<file path="config.mk">
export PLATFORM = sky130hd
export DESIGN_NAME = qit_timer_core
export DESIGN_NICKNAME = d
export VERILOG_FILES = /design/src/qit_counter.v /design/src/qit_timer_core.v
export VERILOG_INCLUDE_DIRS = /design/src
export SDC_FILE = /design/constraint.sdc
export NUM_CORES = 1
export LEC_CHECK = 0
export BUFFER_PORTS_ARGS = -buffer_cell sky130_fd_sc_hd__buf_4
export CAP_MARGIN = 25
export CORE_MARGIN = 4
export CORE_UTILIZATION = 50
export DETAILED_ROUTE_END_ITERATION = 6
export PLACE_DENSITY = 0.76
export SYNTH_ARGS = -nofsm -noshare
export SYNTH_HDL_FRONTEND = slang
export SYNTH_HIERARCHICAL = 1
export SYNTH_SLANG_ARGS = --single-unit
</file>
<file path="constraint.sdc">
create_clock -name core_clk_in -period 14 [get_ports core_clk_in]
set_clock_uncertainty 0.1 [all_clocks]
set_input_delay 2.8 -clock core_clk_in [delete_from_list [all_inputs] [get_ports core_clk_in]]
set_output_delay 2.8 -clock core_clk_in [all_outputs]
set_load 0.02 [all_outputs]
</file>
<file path="src/qit_defines.vh">
// Register offsets, control word fields and reset values of the quad interval timer.
//
// Function
// - Four timers 0-3 share one counting clock, otherwise fully independent.
// - Each counter takes its own mode; counters may run different modes together.
// - Rising edge of timer zero output raises tick interrupt; no pin for it.
// - Timer one rising edge requests refresh when enabled; disabled after reset.
// - Timer two pin is two-way; low driven from outside raises interrupt three.
// - Timer three output edge raises interrupt zero; inverse drives a pin.
// - Control word one governs timers 0-2; control word two governs timer 3.
// - Both control word registers are write-only; reads return no contents.
// - Each counting core is a 16-bit down counter preset from the holding pair.
// - Snapshot bytes track the core; a latch command freezes them until read.
// - Count reads return one snapshot byte per access, never the core itself.
// - Count writes fill holding bytes singly; both load into the core together.
// - Programming clears both holding bytes, so a one-byte count loads zero in the byte not written.
// - Latched status gives control word contents, output level and null flag.
// - Pins of timers two and three carry the inverse of the counter output.
// - Gate sampled on counting clock rise; load and decrement on its fall.
// - Gates 0,1 tied high; gates 2,3 follow control port bits 0,6; reset low.
// - Terminal count mode: output low on write, high after load plus N pulses.
// - Rate mode: output low one pulse at count one, then reload and repeat.
`ifndef QIT_DEFINES_VH
`define QIT_DEFINES_VH

`define QIT_IDX_CW1      3'h4
`define QIT_IDX_CW2      3'h5
`define QIT_IDX_CTRL     3'h6
`define QIT_IDX_STAT     3'h7

`define QIT_CW_SC        7:6
`define QIT_CW_RW        5:4
`define QIT_CW_MODE      3:1
`define QIT_CW_BCD       0
`define QIT_RB_NCOUNT    5
`define QIT_RB_NSTATUS   4
`define QIT_RB_CW2_SEL   1
`define QIT_SC_READBACK  2'h3

`define QIT_RW_LATCH     2'h0
`define QIT_RW_LOW       2'h1
`define QIT_RW_HIGH      2'h2
`define QIT_RW_BOTH      2'h3

`define QIT_MODE_TC      3'h0
`define QIT_MODE_ONESHOT 3'h1
`define QIT_MODE_RATE    3'h2
`define QIT_MODE_SQUARE  3'h3

`define QIT_CTRL_GATE2   0
`define QIT_CTRL_REFEN   1
`define QIT_CTRL_GATE3   6
`define QIT_CTRL_RESET   8'h00

`endif

</file>
<file path="src/qit_counter.v">
// One counting core with its output logic for the quad interval timer.
`timescale 1ns/1ps
`default_nettype none
`include "qit_defines.vh"
module qit_counter (
	input  wire        clk_in,
	input  wire        rstn_in,
	input  wire        ce_in,
	input  wire        rise_in,
	input  wire        fall_in,
	input  wire        gate_in,
	input  wire        prog_in,
	input  wire        arm_in,
	input  wire        hold_in,
	input  wire [2:0]  mode_in,
	input  wire [15:0] init_in,
	output reg  [15:0] count_out,
	output reg         out_out,
	output reg         loaded_out
);
	reg gate_s;
	reg trig;
	reg pend;
	reg busy;

	always @(posedge clk_in)
	begin
		if (!rstn_in)
		begin
			count_out  <= 16'h0000;
			out_out    <= 1'b0;
			loaded_out <= 1'b0;
			gate_s     <= 1'b0;
			trig       <= 1'b0;
			pend       <= 1'b0;
			busy       <= 1'b0;
		end
		else if (ce_in)
		begin
			loaded_out <= 1'b0;
			if (rise_in)
			begin
				gate_s <= gate_in;
				if (gate_in && !gate_s)
					trig <= 1'b1;
				if (!gate_in && (mode_in == `QIT_MODE_RATE || mode_in == `QIT_MODE_SQUARE))
					out_out <= 1'b1;
			end
			if (prog_in)
			begin
				out_out <= (mode_in == `QIT_MODE_TC) ? 1'b0 : 1'b1;
				pend    <= 1'b0;
				busy    <= 1'b0;
				trig    <= 1'b0;
			end
			else if (hold_in && mode_in == `QIT_MODE_TC)
			begin
				// First byte of a two-byte count stops counting at once.
				out_out <= 1'b0;
				pend    <= 1'b0;
				busy    <= 1'b0;
			end
			else if (arm_in)
			begin
				if (mode_in == `QIT_MODE_TC)
				begin
					out_out <= 1'b0;
					pend    <= 1'b1;
				end
				else if (mode_in == `QIT_MODE_ONESHOT || !busy)
					pend <= 1'b1;
			end
			else if (fall_in)
			begin
				case (mode_in)
					`QIT_MODE_ONESHOT:
					begin
						if (trig && (pend || busy))
						begin
							count_out  <= init_in;
							loaded_out <= 1'b1;
							out_out    <= 1'b0;
							trig       <= 1'b0;
							pend       <= 1'b0;
							busy       <= 1'b1;
						end
						else if (busy)
						begin
							count_out <= count_out - 16'h0001;
							if (count_out == 16'h0001)
								out_out <= 1'b1;
						end
					end
					`QIT_MODE_RATE:
					begin
						if (pend || trig || (busy && gate_s && count_out == 16'h0001))
						begin
							count_out  <= init_in;
							loaded_out <= 1'b1;
							out_out    <= 1'b1;
							trig       <= 1'b0;
							pend       <= 1'b0;
							busy       <= 1'b1;
						end
						else if (busy && gate_s)
						begin
							count_out <= count_out - 16'h0001;
							out_out   <= (count_out != 16'h0002);
						end
					end
					`QIT_MODE_SQUARE:
					begin
						if (pend || trig)
						begin
							count_out  <= init_in;
							loaded_out <= 1'b1;
							out_out    <= 1'b1;
							trig       <= 1'b0;
							pend       <= 1'b0;
							busy       <= 1'b1;
						end
						else if (busy && gate_s)
						begin
							if (count_out <= 16'h0002)
							begin
								count_out  <= init_in;
								loaded_out <= 1'b1;
								out_out    <= !out_out;
							end
							else
								count_out <= count_out - 16'h0002;
						end
					end
					default:
					begin
						trig <= 1'b0;
						if (pend)
						begin
							count_out  <= init_in;
							loaded_out <= 1'b1;
							pend       <= 1'b0;
							busy       <= 1'b1;
						end
						else if (busy && gate_s)
						begin
							count_out <= count_out - 16'h0001;
							if (count_out == 16'h0001)
								out_out <= 1'b1;
						end
					end
				endcase
			end
		end
	end
endmodule // qit_counter
`default_nettype wire

</file>
<file path="src/qit_timer_core.v">
// Top of the quad interval timer: bus slave, count paths, gates and output routing.
`timescale 1ns/1ps
`default_nettype none
`include "qit_defines.vh"
module qit_timer_core (
	input  wire        core_clk_in,
	input  wire        rstn_in,
	input  wire        ce_in,
	input  wire [4:0]  avs_address_in,
	input  wire        avs_read_in,
	input  wire        avs_write_in,
	input  wire [31:0] avs_writedata_in,
	input  wire [3:0]  avs_byteenable_in,
	output reg  [31:0] avs_readdata_out,
	output wire        avs_waitrequest_out,
	input  wire        shared_count_clock_in,
	input  wire        timer_two_pin_inverted_in,
	output wire        timer_two_pin_inverted_out,
	output reg         timer_two_pin_inverted_oe_out,
	output reg         timer_one_pin_out,
	output reg         refresh_request_out,
	output reg         timer_three_pin_inverted_out,
	output reg         tick_interrupt_request_out,
	output reg         pin_driven_interrupt_request_out,
	output reg         timer_three_interrupt_request_out
);
	// Maps a control word to the counter it programs.
	function [1:0] cw_index;
		input       is_two;
		input [1:0] sc;
		begin
			cw_index = is_two ? 2'h3 : sc;
		end
	endfunction

	// Tells whether a read-back command selects counter idx.
	function rb_sel;
		input       is_two;
		input [7:0] d;
		input [1:0] idx;
		begin
			if (is_two)
				rb_sel = (idx == 2'h3) && d[`QIT_RB_CW2_SEL];
			else
				rb_sel = (idx != 2'h3) && d[idx + 2'h1];
		end
	endfunction

	// Folds the mode field: modes six and seven act as rate and square wave.
	function [2:0] mode_fold;
		input [2:0] m;
		begin
			case (m)
				3'h6:    mode_fold = `QIT_MODE_RATE;
				3'h7:    mode_fold = `QIT_MODE_SQUARE;
				default: mode_fold = m;
			endcase
		end
	endfunction

	// Tells whether the next count read returns the high snapshot byte.
	function rd_high;
		input [1:0] rw;
		input       hi;
		begin
			rd_high = (rw == `QIT_RW_HIGH) || (rw == `QIT_RW_BOTH && hi);
		end
	endfunction

	reg         ack;
	reg  [2:0]  clk_sync;
	reg  [1:0]  pin_sync;
	reg  [7:0]  ctrl;
	reg  [3:0]  prog;
	reg  [3:0]  arm;
	reg  [3:0]  hold;
	reg  [3:0]  wr_hi;
	reg  [3:0]  rd_hi;
	reg  [3:0]  frozen;
	reg  [3:0]  st_lat;
	reg  [3:0]  nullf;
	reg  [3:0]  bcd;
	reg  [3:0]  out_prev;
	reg  [2:0]  drv_hist;
	reg  [2:0]  mode     [0:3];
	reg  [1:0]  rwm      [0:3];
	reg  [7:0]  hold_lo  [0:3];
	reg  [7:0]  hold_hi  [0:3];
	reg  [15:0] snap     [0:3];
	reg  [7:0]  stat     [0:3];
	reg  [7:0]  rv;
	wire [63:0] cnt_bus;
	wire [3:0]  outs;
	wire [3:0]  loaded;
	wire [3:0]  gates;
	wire        req;
	wire        take;
	wire        aligned;
	wire [2:0]  widx;
	wire [1:0]  cidx;
	wire [7:0]  wd;
	wire        wr_ok;
	wire        rd_take;
	wire        is_cnt;
	wire        is_two;
	wire [1:0]  cw_k;
	wire        cnt_rise;
	wire        cnt_fall;
	integer     i;

	// Each access is answered one cycle after it is presented.
	assign req                 = avs_read_in | avs_write_in;
	assign avs_waitrequest_out = req & ~ack;
	assign take                = req & ack;
	assign aligned             = (avs_address_in[1:0] == 2'h0);
	assign widx                = avs_address_in[4:2];
	assign cidx                = avs_address_in[3:2];
	assign is_cnt              = ~widx[2];
	assign wd                  = avs_writedata_in[7:0];
	assign wr_ok               = avs_write_in & take & aligned & avs_byteenable_in[0];
	assign rd_take             = avs_read_in & take & aligned;
	assign is_two              = (widx == `QIT_IDX_CW2);
	assign cw_k                = cw_index(is_two, wd[`QIT_CW_SC]);
	assign cnt_rise            = clk_sync[1] & ~clk_sync[2];
	assign cnt_fall            = ~clk_sync[1] & clk_sync[2];
	assign gates               = {ctrl[`QIT_CTRL_GATE3], ctrl[`QIT_CTRL_GATE2], 2'b11};
	assign timer_two_pin_inverted_out = 1'b0;

	genvar g;
	generate
		for (g = 0; g < 4; g = g + 1)
		begin : cnt_gen
			qit_counter u_cnt (
				.clk_in     (core_clk_in),
				.rstn_in    (rstn_in),
				.ce_in      (ce_in),
				.rise_in    (cnt_rise),
				.fall_in    (cnt_fall),
				.gate_in    (gates[g]),
				.prog_in    (prog[g]),
				.arm_in     (arm[g]),
				.hold_in    (hold[g]),
				.mode_in    (mode[g]),
				.init_in    ({hold_hi[g], hold_lo[g]}),
				.count_out  (cnt_bus[16*g +: 16]),
				.out_out    (outs[g]),
				.loaded_out (loaded[g])
			);
		end
	endgenerate

	// Counting clock and the timer two pin come from outside this clock domain.
	always @(posedge core_clk_in)
	begin
		if (!rstn_in)
		begin
			clk_sync <= 3'h0;
			pin_sync <= 2'h3;
		end
		else if (ce_in)
		begin
			clk_sync <= {clk_sync[1:0], shared_count_clock_in};
			pin_sync <= {pin_sync[0], timer_two_pin_inverted_in};
		end
	end

	// Read value selection; control words never read back.
	always @*
	begin
		rv = 8'h00;
		if (is_cnt)
		begin
			if (st_lat[cidx])
				rv = stat[cidx];
			else if (rd_high(rwm[cidx], rd_hi[cidx]))
				rv = snap[cidx][15:8];
			else
				rv = snap[cidx][7:0];
		end
		else if (widx == `QIT_IDX_CTRL)
			rv = ctrl;
		else if (widx == `QIT_IDX_STAT)
			rv = {nullf, outs};
	end

	always @(posedge core_clk_in)
	begin
		if (!rstn_in)
		begin
			ack              <= 1'b0;
			avs_readdata_out <= 32'h00000000;
			ctrl             <= `QIT_CTRL_RESET;
			prog             <= 4'h0;
			arm              <= 4'h0;
			hold             <= 4'h0;
			wr_hi            <= 4'h0;
			rd_hi            <= 4'h0;
			frozen           <= 4'h0;
			st_lat           <= 4'h0;
			nullf            <= 4'h0;
			bcd              <= 4'h0;
			for (i = 0; i < 4; i = i + 1)
			begin
				mode[i]    <= `QIT_MODE_TC;
				rwm[i]     <= `QIT_RW_LATCH;
				hold_lo[i] <= 8'h00;
				hold_hi[i] <= 8'h00;
				snap[i]    <= 16'h0000;
				stat[i]    <= 8'h00;
			end
		end
		else if (ce_in)
		begin
			ack  <= req & ~ack;
			prog <= 4'h0;
			arm  <= 4'h0;
			hold <= 4'h0;
			if (avs_read_in && !ack)
				avs_readdata_out <= {24'h000000, rv};
			for (i = 0; i < 4; i = i + 1)
			begin
				if (!frozen[i])
					snap[i] <= cnt_bus[16*i +: 16];
				if (loaded[i])
					nullf[i] <= 1'b0;
			end
			if (rd_take && is_cnt)
			begin
				if (st_lat[cidx])
					st_lat[cidx] <= 1'b0;
				else if (rwm[cidx] == `QIT_RW_BOTH)
				begin
					rd_hi[cidx] <= ~rd_hi[cidx];
					if (rd_hi[cidx])
						frozen[cidx] <= 1'b0;
				end
				else
					frozen[cidx] <= 1'b0;
			end
			if (wr_ok)
			begin
				if (is_cnt)
				begin
					nullf[cidx] <= 1'b1;
					case (rwm[cidx])
						`QIT_RW_LOW:
						begin
							hold_lo[cidx] <= wd;
							arm[cidx]     <= 1'b1;
						end
						`QIT_RW_HIGH:
						begin
							hold_hi[cidx] <= wd;
							arm[cidx]     <= 1'b1;
						end
						`QIT_RW_BOTH:
						begin
							wr_hi[cidx] <= ~wr_hi[cidx];
							if (wr_hi[cidx])
							begin
								hold_hi[cidx] <= wd;
								arm[cidx]     <= 1'b1;
							end
							else
							begin
								hold_lo[cidx] <= wd;
								hold[cidx]    <= 1'b1;
							end
						end
						default:
							nullf[cidx] <= 1'b0;
					endcase
				end
				else if (widx == `QIT_IDX_CTRL)
					ctrl <= wd;
				else if (widx == `QIT_IDX_CW1 || widx == `QIT_IDX_CW2)
				begin
					if (wd[`QIT_CW_SC] == `QIT_SC_READBACK)
					begin
						for (i = 0; i < 4; i = i + 1)
						begin
							if (rb_sel(is_two, wd, i[1:0]))
							begin
								if (!wd[`QIT_RB_NCOUNT] && !frozen[i])
									frozen[i] <= 1'b1;
								if (!wd[`QIT_RB_NSTATUS] && !st_lat[i])
								begin
									st_lat[i] <= 1'b1;
									stat[i]   <= {outs[i], nullf[i], rwm[i], mode[i], bcd[i]};
								end
							end
						end
					end
					else if (wd[`QIT_CW_RW] == `QIT_RW_LATCH)
					begin
						if (!frozen[cw_k])
							frozen[cw_k] <= 1'b1;
					end
					else
					begin
						// Modes six and seven alias rate and square wave.
						mode[cw_k]    <= mode_fold(wd[`QIT_CW_MODE]);
						rwm[cw_k]     <= wd[`QIT_CW_RW];
						bcd[cw_k]     <= wd[`QIT_CW_BCD];
						hold_lo[cw_k] <= 8'h00;
						hold_hi[cw_k] <= 8'h00;
						wr_hi[cw_k]   <= 1'b0;
						rd_hi[cw_k]   <= 1'b0;
						frozen[cw_k]  <= 1'b0;
						st_lat[cw_k]  <= 1'b0;
						prog[cw_k]    <= 1'b1;
					end
				end
			end
		end
	end

	// Output routing and edge detectors on the counter outputs.
	always @(posedge core_clk_in)
	begin
		if (!rstn_in)
		begin
			out_prev                          <= 4'h0;
			drv_hist                          <= 3'h0;
			timer_two_pin_inverted_oe_out     <= 1'b0;
			timer_one_pin_out                 <= 1'b0;
			refresh_request_out               <= 1'b0;
			timer_three_pin_inverted_out      <= 1'b1;
			tick_interrupt_request_out        <= 1'b0;
			pin_driven_interrupt_request_out  <= 1'b0;
			timer_three_interrupt_request_out <= 1'b0;
		end
		else if (ce_in)
		begin
			out_prev                          <= outs;
			drv_hist                          <= {drv_hist[1:0], outs[2]};
			tick_interrupt_request_out        <= outs[0] & ~out_prev[0];
			timer_one_pin_out                 <= outs[1];
			refresh_request_out               <= outs[1] & ~out_prev[1] & ctrl[`QIT_CTRL_REFEN];
			// Open-collector: pull low while the inverted output is low.
			timer_two_pin_inverted_oe_out     <= outs[2];
			// Our own pull-down needs three cycles to clear the pin synchroniser.
			pin_driven_interrupt_request_out  <= ~|{pin_sync[1], outs[2], drv_hist};
			timer_three_pin_inverted_out      <= ~outs[3];
			timer_three_interrupt_request_out <= outs[3] & ~out_prev[3];
		end
	end
endmodule // qit_timer_core
`default_nettype wire

</file>
==> results.cfg, run 1 <==
[timing]
period_minus_slack_ns = 6.13
post-route-period-util = 0.438
max_freq_ghz = 0.163
setup_viol = 0
slew_violations = 0
fin_setup_tns_ns = 0
rsz0062_at_grt = false
final-hold-violation-count = 0
worst_pin_slew_ns = 1.13
setup_ws_ns = 7.87
slew_headroom = 0.237

[yosys]
synth_top_cells_by_count = nand2_1, edfxtp_1, o21ai_0
syn_area_per_cell_um2 = 9.19
synthDistinctLibCells = 100
synthFlopType = edfxtp_1
synth_area_um2 = 21600
yosysTopAreaCell = edfxtp_1
synth_edf_count = 180
async_flop_share = 0
synth_warnings = 6
yosysTopAreaCellShare = 0.250
yosysMostFrequentCell = nand2_1
seq_area_frac_synth = 0.395
synth_area_leaders = edfxtp_1, dfxtp_1, o21ai_0
ys_seq_elements = 337
syn_inst = 2353

[worst_setup_path]
crit_type = in2reg
cp-end-kind = register
path_cells = buf_4 > mux4_2 > ha_1 > nor2b_1 > a221oi_1 > nor2_1 > a21oi_1 > nand2_1
crit_buf_inv = 1
start_kind = input port
cp.required_ns = 14.10
cp.arrival_ns = 6.23
reg2regPathDepth = 7
cpPeakStageDelay_ns = 0.60
cpMaxStageDelayCell = a21oi_1
critical_path.top_delay_family = compound AO/OA/AOI/OAI gates
crit_fanout = 58
path_depth = 8

[final_layout]
drive_above_1_share = 0.116
area_growth_pct = 6.67
fill_cells = 3718
nets = 2349

[floorplanning]
io-pin-count = 89
die_h_um = 216
die-area_um2 = 46700
die_x_um = 216
core_region_area_um2 = 42300
start_util = 0.511
rows = 75

[pwr]
pwr-share-comb = 0.091
power_frac_seq = 0.480
p_clk_frac = 0.429
cellPowerDensity_nw_per_um2 = 98.4
ir_drop_mv = 0.0857
p_sw_frac = 0.260
p_int_mw = 1.68
p_switching_mw = 0.591
leakage_nw = 8.60

[clocking]
cts_buffer_depth = 3
clock-sinks = 337
post-cts-setup-buffers = 0
ctsResizeCount = 0
cts_hold_buf = 0
insertion_delay_ns = 0.55
cts_tree = done
path_clk_slew_ns = 0.06
cts_root_buf = clkbuf_16
numCtsBuffers = 38
htreeDepth = 2

[placement]
dp_hpwl_um = 46000
globalplace.congestion = 1.01
io_buffers = 36
place_ws_ns = 7.19

[job]
cap_violations = 0

[global_route]
grt_pass1_wl_um = 103000
grt_usage = 0.274
grt_overflow = 0
grt_pass1_vias = 17417
grt_max_degree = 189
grt_antenna_before_repair = 0

[drt]
drtIter0Drc = 2718
via_count = 18941
viasPerCell = 6.57
route.detailed.drc = 2
detail_route.wl_per_cell_um = 23.1
wl_um = 66600
first_pass_iters = 7
postRouteAntennaNets = 0

[outcome]
violations = design-rule violations
status = finished with violations

[worst_hold_path]
hp-class = reg2reg
whs_path_depth = 2
## registers in the layout, summed over array words and instances (netlist names), 8 cells and up
| name | count |
|---|---|
| cnt_gen.u_cnt/count_out | 64 |
| hold_hi | 32 |
| ctrl | 8 |
| stat | 32 |
| rwm | 8 |
| snap | 64 |
| avs_readdata_out | 8 |
| mode | 12 |
| hold_lo | 32 |
## power by group through the flow
stage	sequential, mW	combinational (mW)	clock, mW
finish	1.09	0.206	0.974
global route	1.09	0.222	1.02
CTS	1.09	0.200	0.983
detailed placement	1.11	0.199	0
global placement	1.11	0.195	0
floorplan	1.10	0.158	0
## kinds of logic after synthesis
group	Yosys count	synth area share
other cells	2	0.000347
xor+xnor	83	0.0336
mux	81	0.0549
fa+ha+maj	25	0.0145
buf+inv	272	0.0603
flops	337	0.395
compound gates	662	0.218
simple gates	891	0.224
## metal layers
layer	vias to the layer above	GRT usage	share of wire
li1	8528	-	-
met4	0	0.0911	0.034
met2	1129	0.427	0.45
met5	-	0	0
met1	9138	0.381	0.40
met3	146	0.0606	0.11
## per-stage QoR
step           instance area (um^2)  hold WS, ns  power (mW)  utilization  cells
2_1_floorplan                 21700        0.335        1.25            -   2382
3_3_place_gp                  21800        0.355        1.31        0.516   2807
3_5_place_dp                  21800        0.362        1.31        0.516   2808
4_1_cts                       23000        0.377        2.27        0.544   2877
5_1_grt                       23100        0.396        2.34        0.545   2882
6_report                      23100        0.373        2.27        0.545   2884
## final cells by class
cell class | instances | area (um^2) | share of cell area
Timing Repair Buffer | 58 | 460 | 0.0200
Sequential cell | 337 | 8550 | 0.370
Multi-Input combinational cell | 1773 | 11900 | 0.516
Clock buffer | 48 | 1030 | 0.0446
Tap cell | 577 | 722 | 0.0313
Antenna cell | 2 | 5.00 | 0.000217
Clock inverter | 21 | 159 | 0.00689
Inverter | 68 | 255 | 0.0111
## cell usage in the layout, fill, tap and decap left out, types with 11 or more instances in the layout
cell,n
nand2_1,198
edfxtp_1,180
o21ai_0,173
nor2_1,170
dfxtp_1,157
a21oi_1,121
and2_1,116
nor3_1,74
nor2b_1,65
inv_1,64
nand3_1,64
buf_4,53
a31oi_1,49
xnor2_1,48
clkbuf_16,39
xor2_1,35
a221oi_1,32
a21boi_0,32
mux2i_1,31
conb_1,31
nand2b_1,29
mux4_2,28
nand4_1,26
a211oi_1,25
ha_1,25
mux2_2,22
o21a_1,22
and3_1,21
a221oi_2,19
nor4_1,18
nor3b_1,18
a22oi_1,17
o211ai_1,14
or4_1,12
nand3b_1,11
## worst register-to-register path, stage by stage (launching register included)
cell and delay, ns:
edfxtp_1 0.41, mux4_2 0.53, ha_1 0.30, nor2b_1 0.20, a221oi_1 0.59, nor2_1 0.36
a21oi_1 0.60, nand2_1 0.37
## worst paths after layout
path	from	to	slack (ns)
worst max-delay path	avs_address_in[3]	hold_lo[0][4]	7.87
worst min-delay path	pin_sync[0]	pin_sync[1]	0.37
worst max register to register	rwm[3][1]	hold_lo[0][4]	10.19
worst min register to register	pin_sync[0]	pin_sync[1]	0.37
(Power assumes the default switching activity.)
==> run 2: changes to the inputs <==
PLACE_DENSITY = 0.78   (was 0.76)
clock period = 5.3 ns   (was 14 ns; I/O delays follow)
==> results.cfg, run 2 (synthesized netlist as in run 1, its figures left out) <==
[outcome]
status = finished with violations
violations = design-rule violations

[worst_hold_path]
whs_path_depth = 2
hp-class = reg2reg

[floorplanning]
die_h_um = 216
rows = 75
io-pin-count = 89
start_util = 0.511
die-area_um2 = 46700
die_x_um = 216
core_region_area_um2 = 42300

[clocking]
path_clk_slew_ns = 0.06
post-cts-setup-buffers = 0
cts_root_buf = clkbuf_16
cts_buffer_depth = 3
cts_hold_buf = 0
numCtsBuffers = 37
cts_tree = done
insertion_delay_ns = 0.56
clock-sinks = 337
ctsResizeCount = 0
htreeDepth = 2

[drt]
wirelength_met1_um = 27500
first_pass_iters = 7
routed.top_layer = met5
wl_met2_um = 30600
met3_length_um = 7240
via_count = 19160
postRouteAntennaNets = 0
detail_route.wl_per_cell_um = 23.4
wl_um = 67600
viasPerCell = 6.64
route.detailed.drc = 1
drtIter0Drc = 2763

[pwr]
cellPowerDensity_nw_per_um2 = 267
total_power_mw = 6.20
leakage_nw = 8.66
ir_drop_mv = 0.184

[worst_setup_path]
crit_type = in2reg
cpPeakStageDelay_ns = 0.64
crit_fanout = 13
cp-end-kind = register
start_kind = input port
cpMaxStageDelayCell = a221oi_1
cp.required_ns = 5.41
crit_top_cell = buf_4
reg2regPathDepth = 8
cp.arrival_ns = 4.08
path_cells = buf_4 > mux4_2 > ha_1 > and2_1 > a221oi_1 > nor2_1 > buf_4 > a21oi_1 > nand2_1

[job]
cap_violations = 0

[timing]
slew_violations = 0
worst_pin_slew_ns = 0.962
post-route-period-util = 0.749
setup_viol = 0
holdWs_ns = 0.373
max_freq_ghz = 0.252
final-hold-violation-count = 0
setup_ws_ns = 1.33
fin_setup_tns_ns = 0
rsz0062_at_grt = false
slew_headroom = 0.355
period_minus_slack_ns = 3.97

[final_layout]
stdcell_area_um2 = 23200
reg.largest.list = cnt_gen.u_cnt/count_out x64, snap x64
area_growth_pct = 7.14
fill_cells = 3698
final_cell_mix = nand2_1, edfxtp_1, o21ai_0
diodes = 0
nets = 2352
drive_above_1_share = 0.118
layout_commonest_cell = nand2_1

[placement]
io_buffers = 36
place_ws_ns = 0.874
placed_area_um2 = 21900
dp_hpwl_um = 47000
globalplace.congestion = 0.996

[global_route]
grt_antenna_before_repair = 2
grt_usage = 0.280
grt_overflow = 0
grt_max_degree = 189
grt_pass1_vias = 17732
grt_pass1_wl_um = 105000
## run 2: cell types whose count changed in the layout (fill, tap and decap cells not counted), sizes merged
| cell | delta |
|---|---|
| buf | +3 |
| bufinv | +4 |
| clkbuf | -2 |
| clkinvlp | -2 |
| diode | -2 |
## run 2: cell type report
cell class	instances	area, um^2	share of cell area
inverters	68	255	0.0110
well taps	577	722	0.0311
multi-input cells	1773	11900	0.513
clock inverters	23	259	0.0112
clock buffers	45	1030	0.0444
repair buffers	62	468	0.0202
flip-flops and latches	337	8550	0.369
## run 2: worst paths after layout
check | startpoint | endpoint | slack [ns]
max | avs_address_in[2] | hold_lo[0][6] | 1.33
min | pin_sync[1] | pin_sync[1] | 0.37
max reg2reg | rwm[3][1] | hold_lo[0][6] | 1.68
min reg2reg | pin_sync[1] | pin_sync[1] | 0.37
## run 2: where the power goes
part / switching [mW] / internal [mW] / total, mW
clock: 1.13 / 1.64 / 2.77
sequential: 0.0776 / 2.81 / 2.89
combinational: 0.358 / 0.186 / 0.544
## run 2: per-layer routing
layer	track usage	vias to the layer above
li1	-	8521
met3	0.0577	176
met1	0.395	9292
met5	0	-
met2	0.434	1167
met4	0.0879	4
## run 2: through the flow
step                 util  std cells
floorplan               -       2382
global placement    0.517       2813
detailed placement  0.517       2814
CTS                 0.547       2882
global route        0.548       2885
finish              0.548       2885
## run 2: worst max-delay path: cells and delay by family
family	cells	cell delay (ns)
muxes	1	0.58
and+or+nand+nor	3	0.63
AOI/OAI and AO/OA	2	1.10
buffers and inverters	2	0.41
adders and majority gates	1	0.29
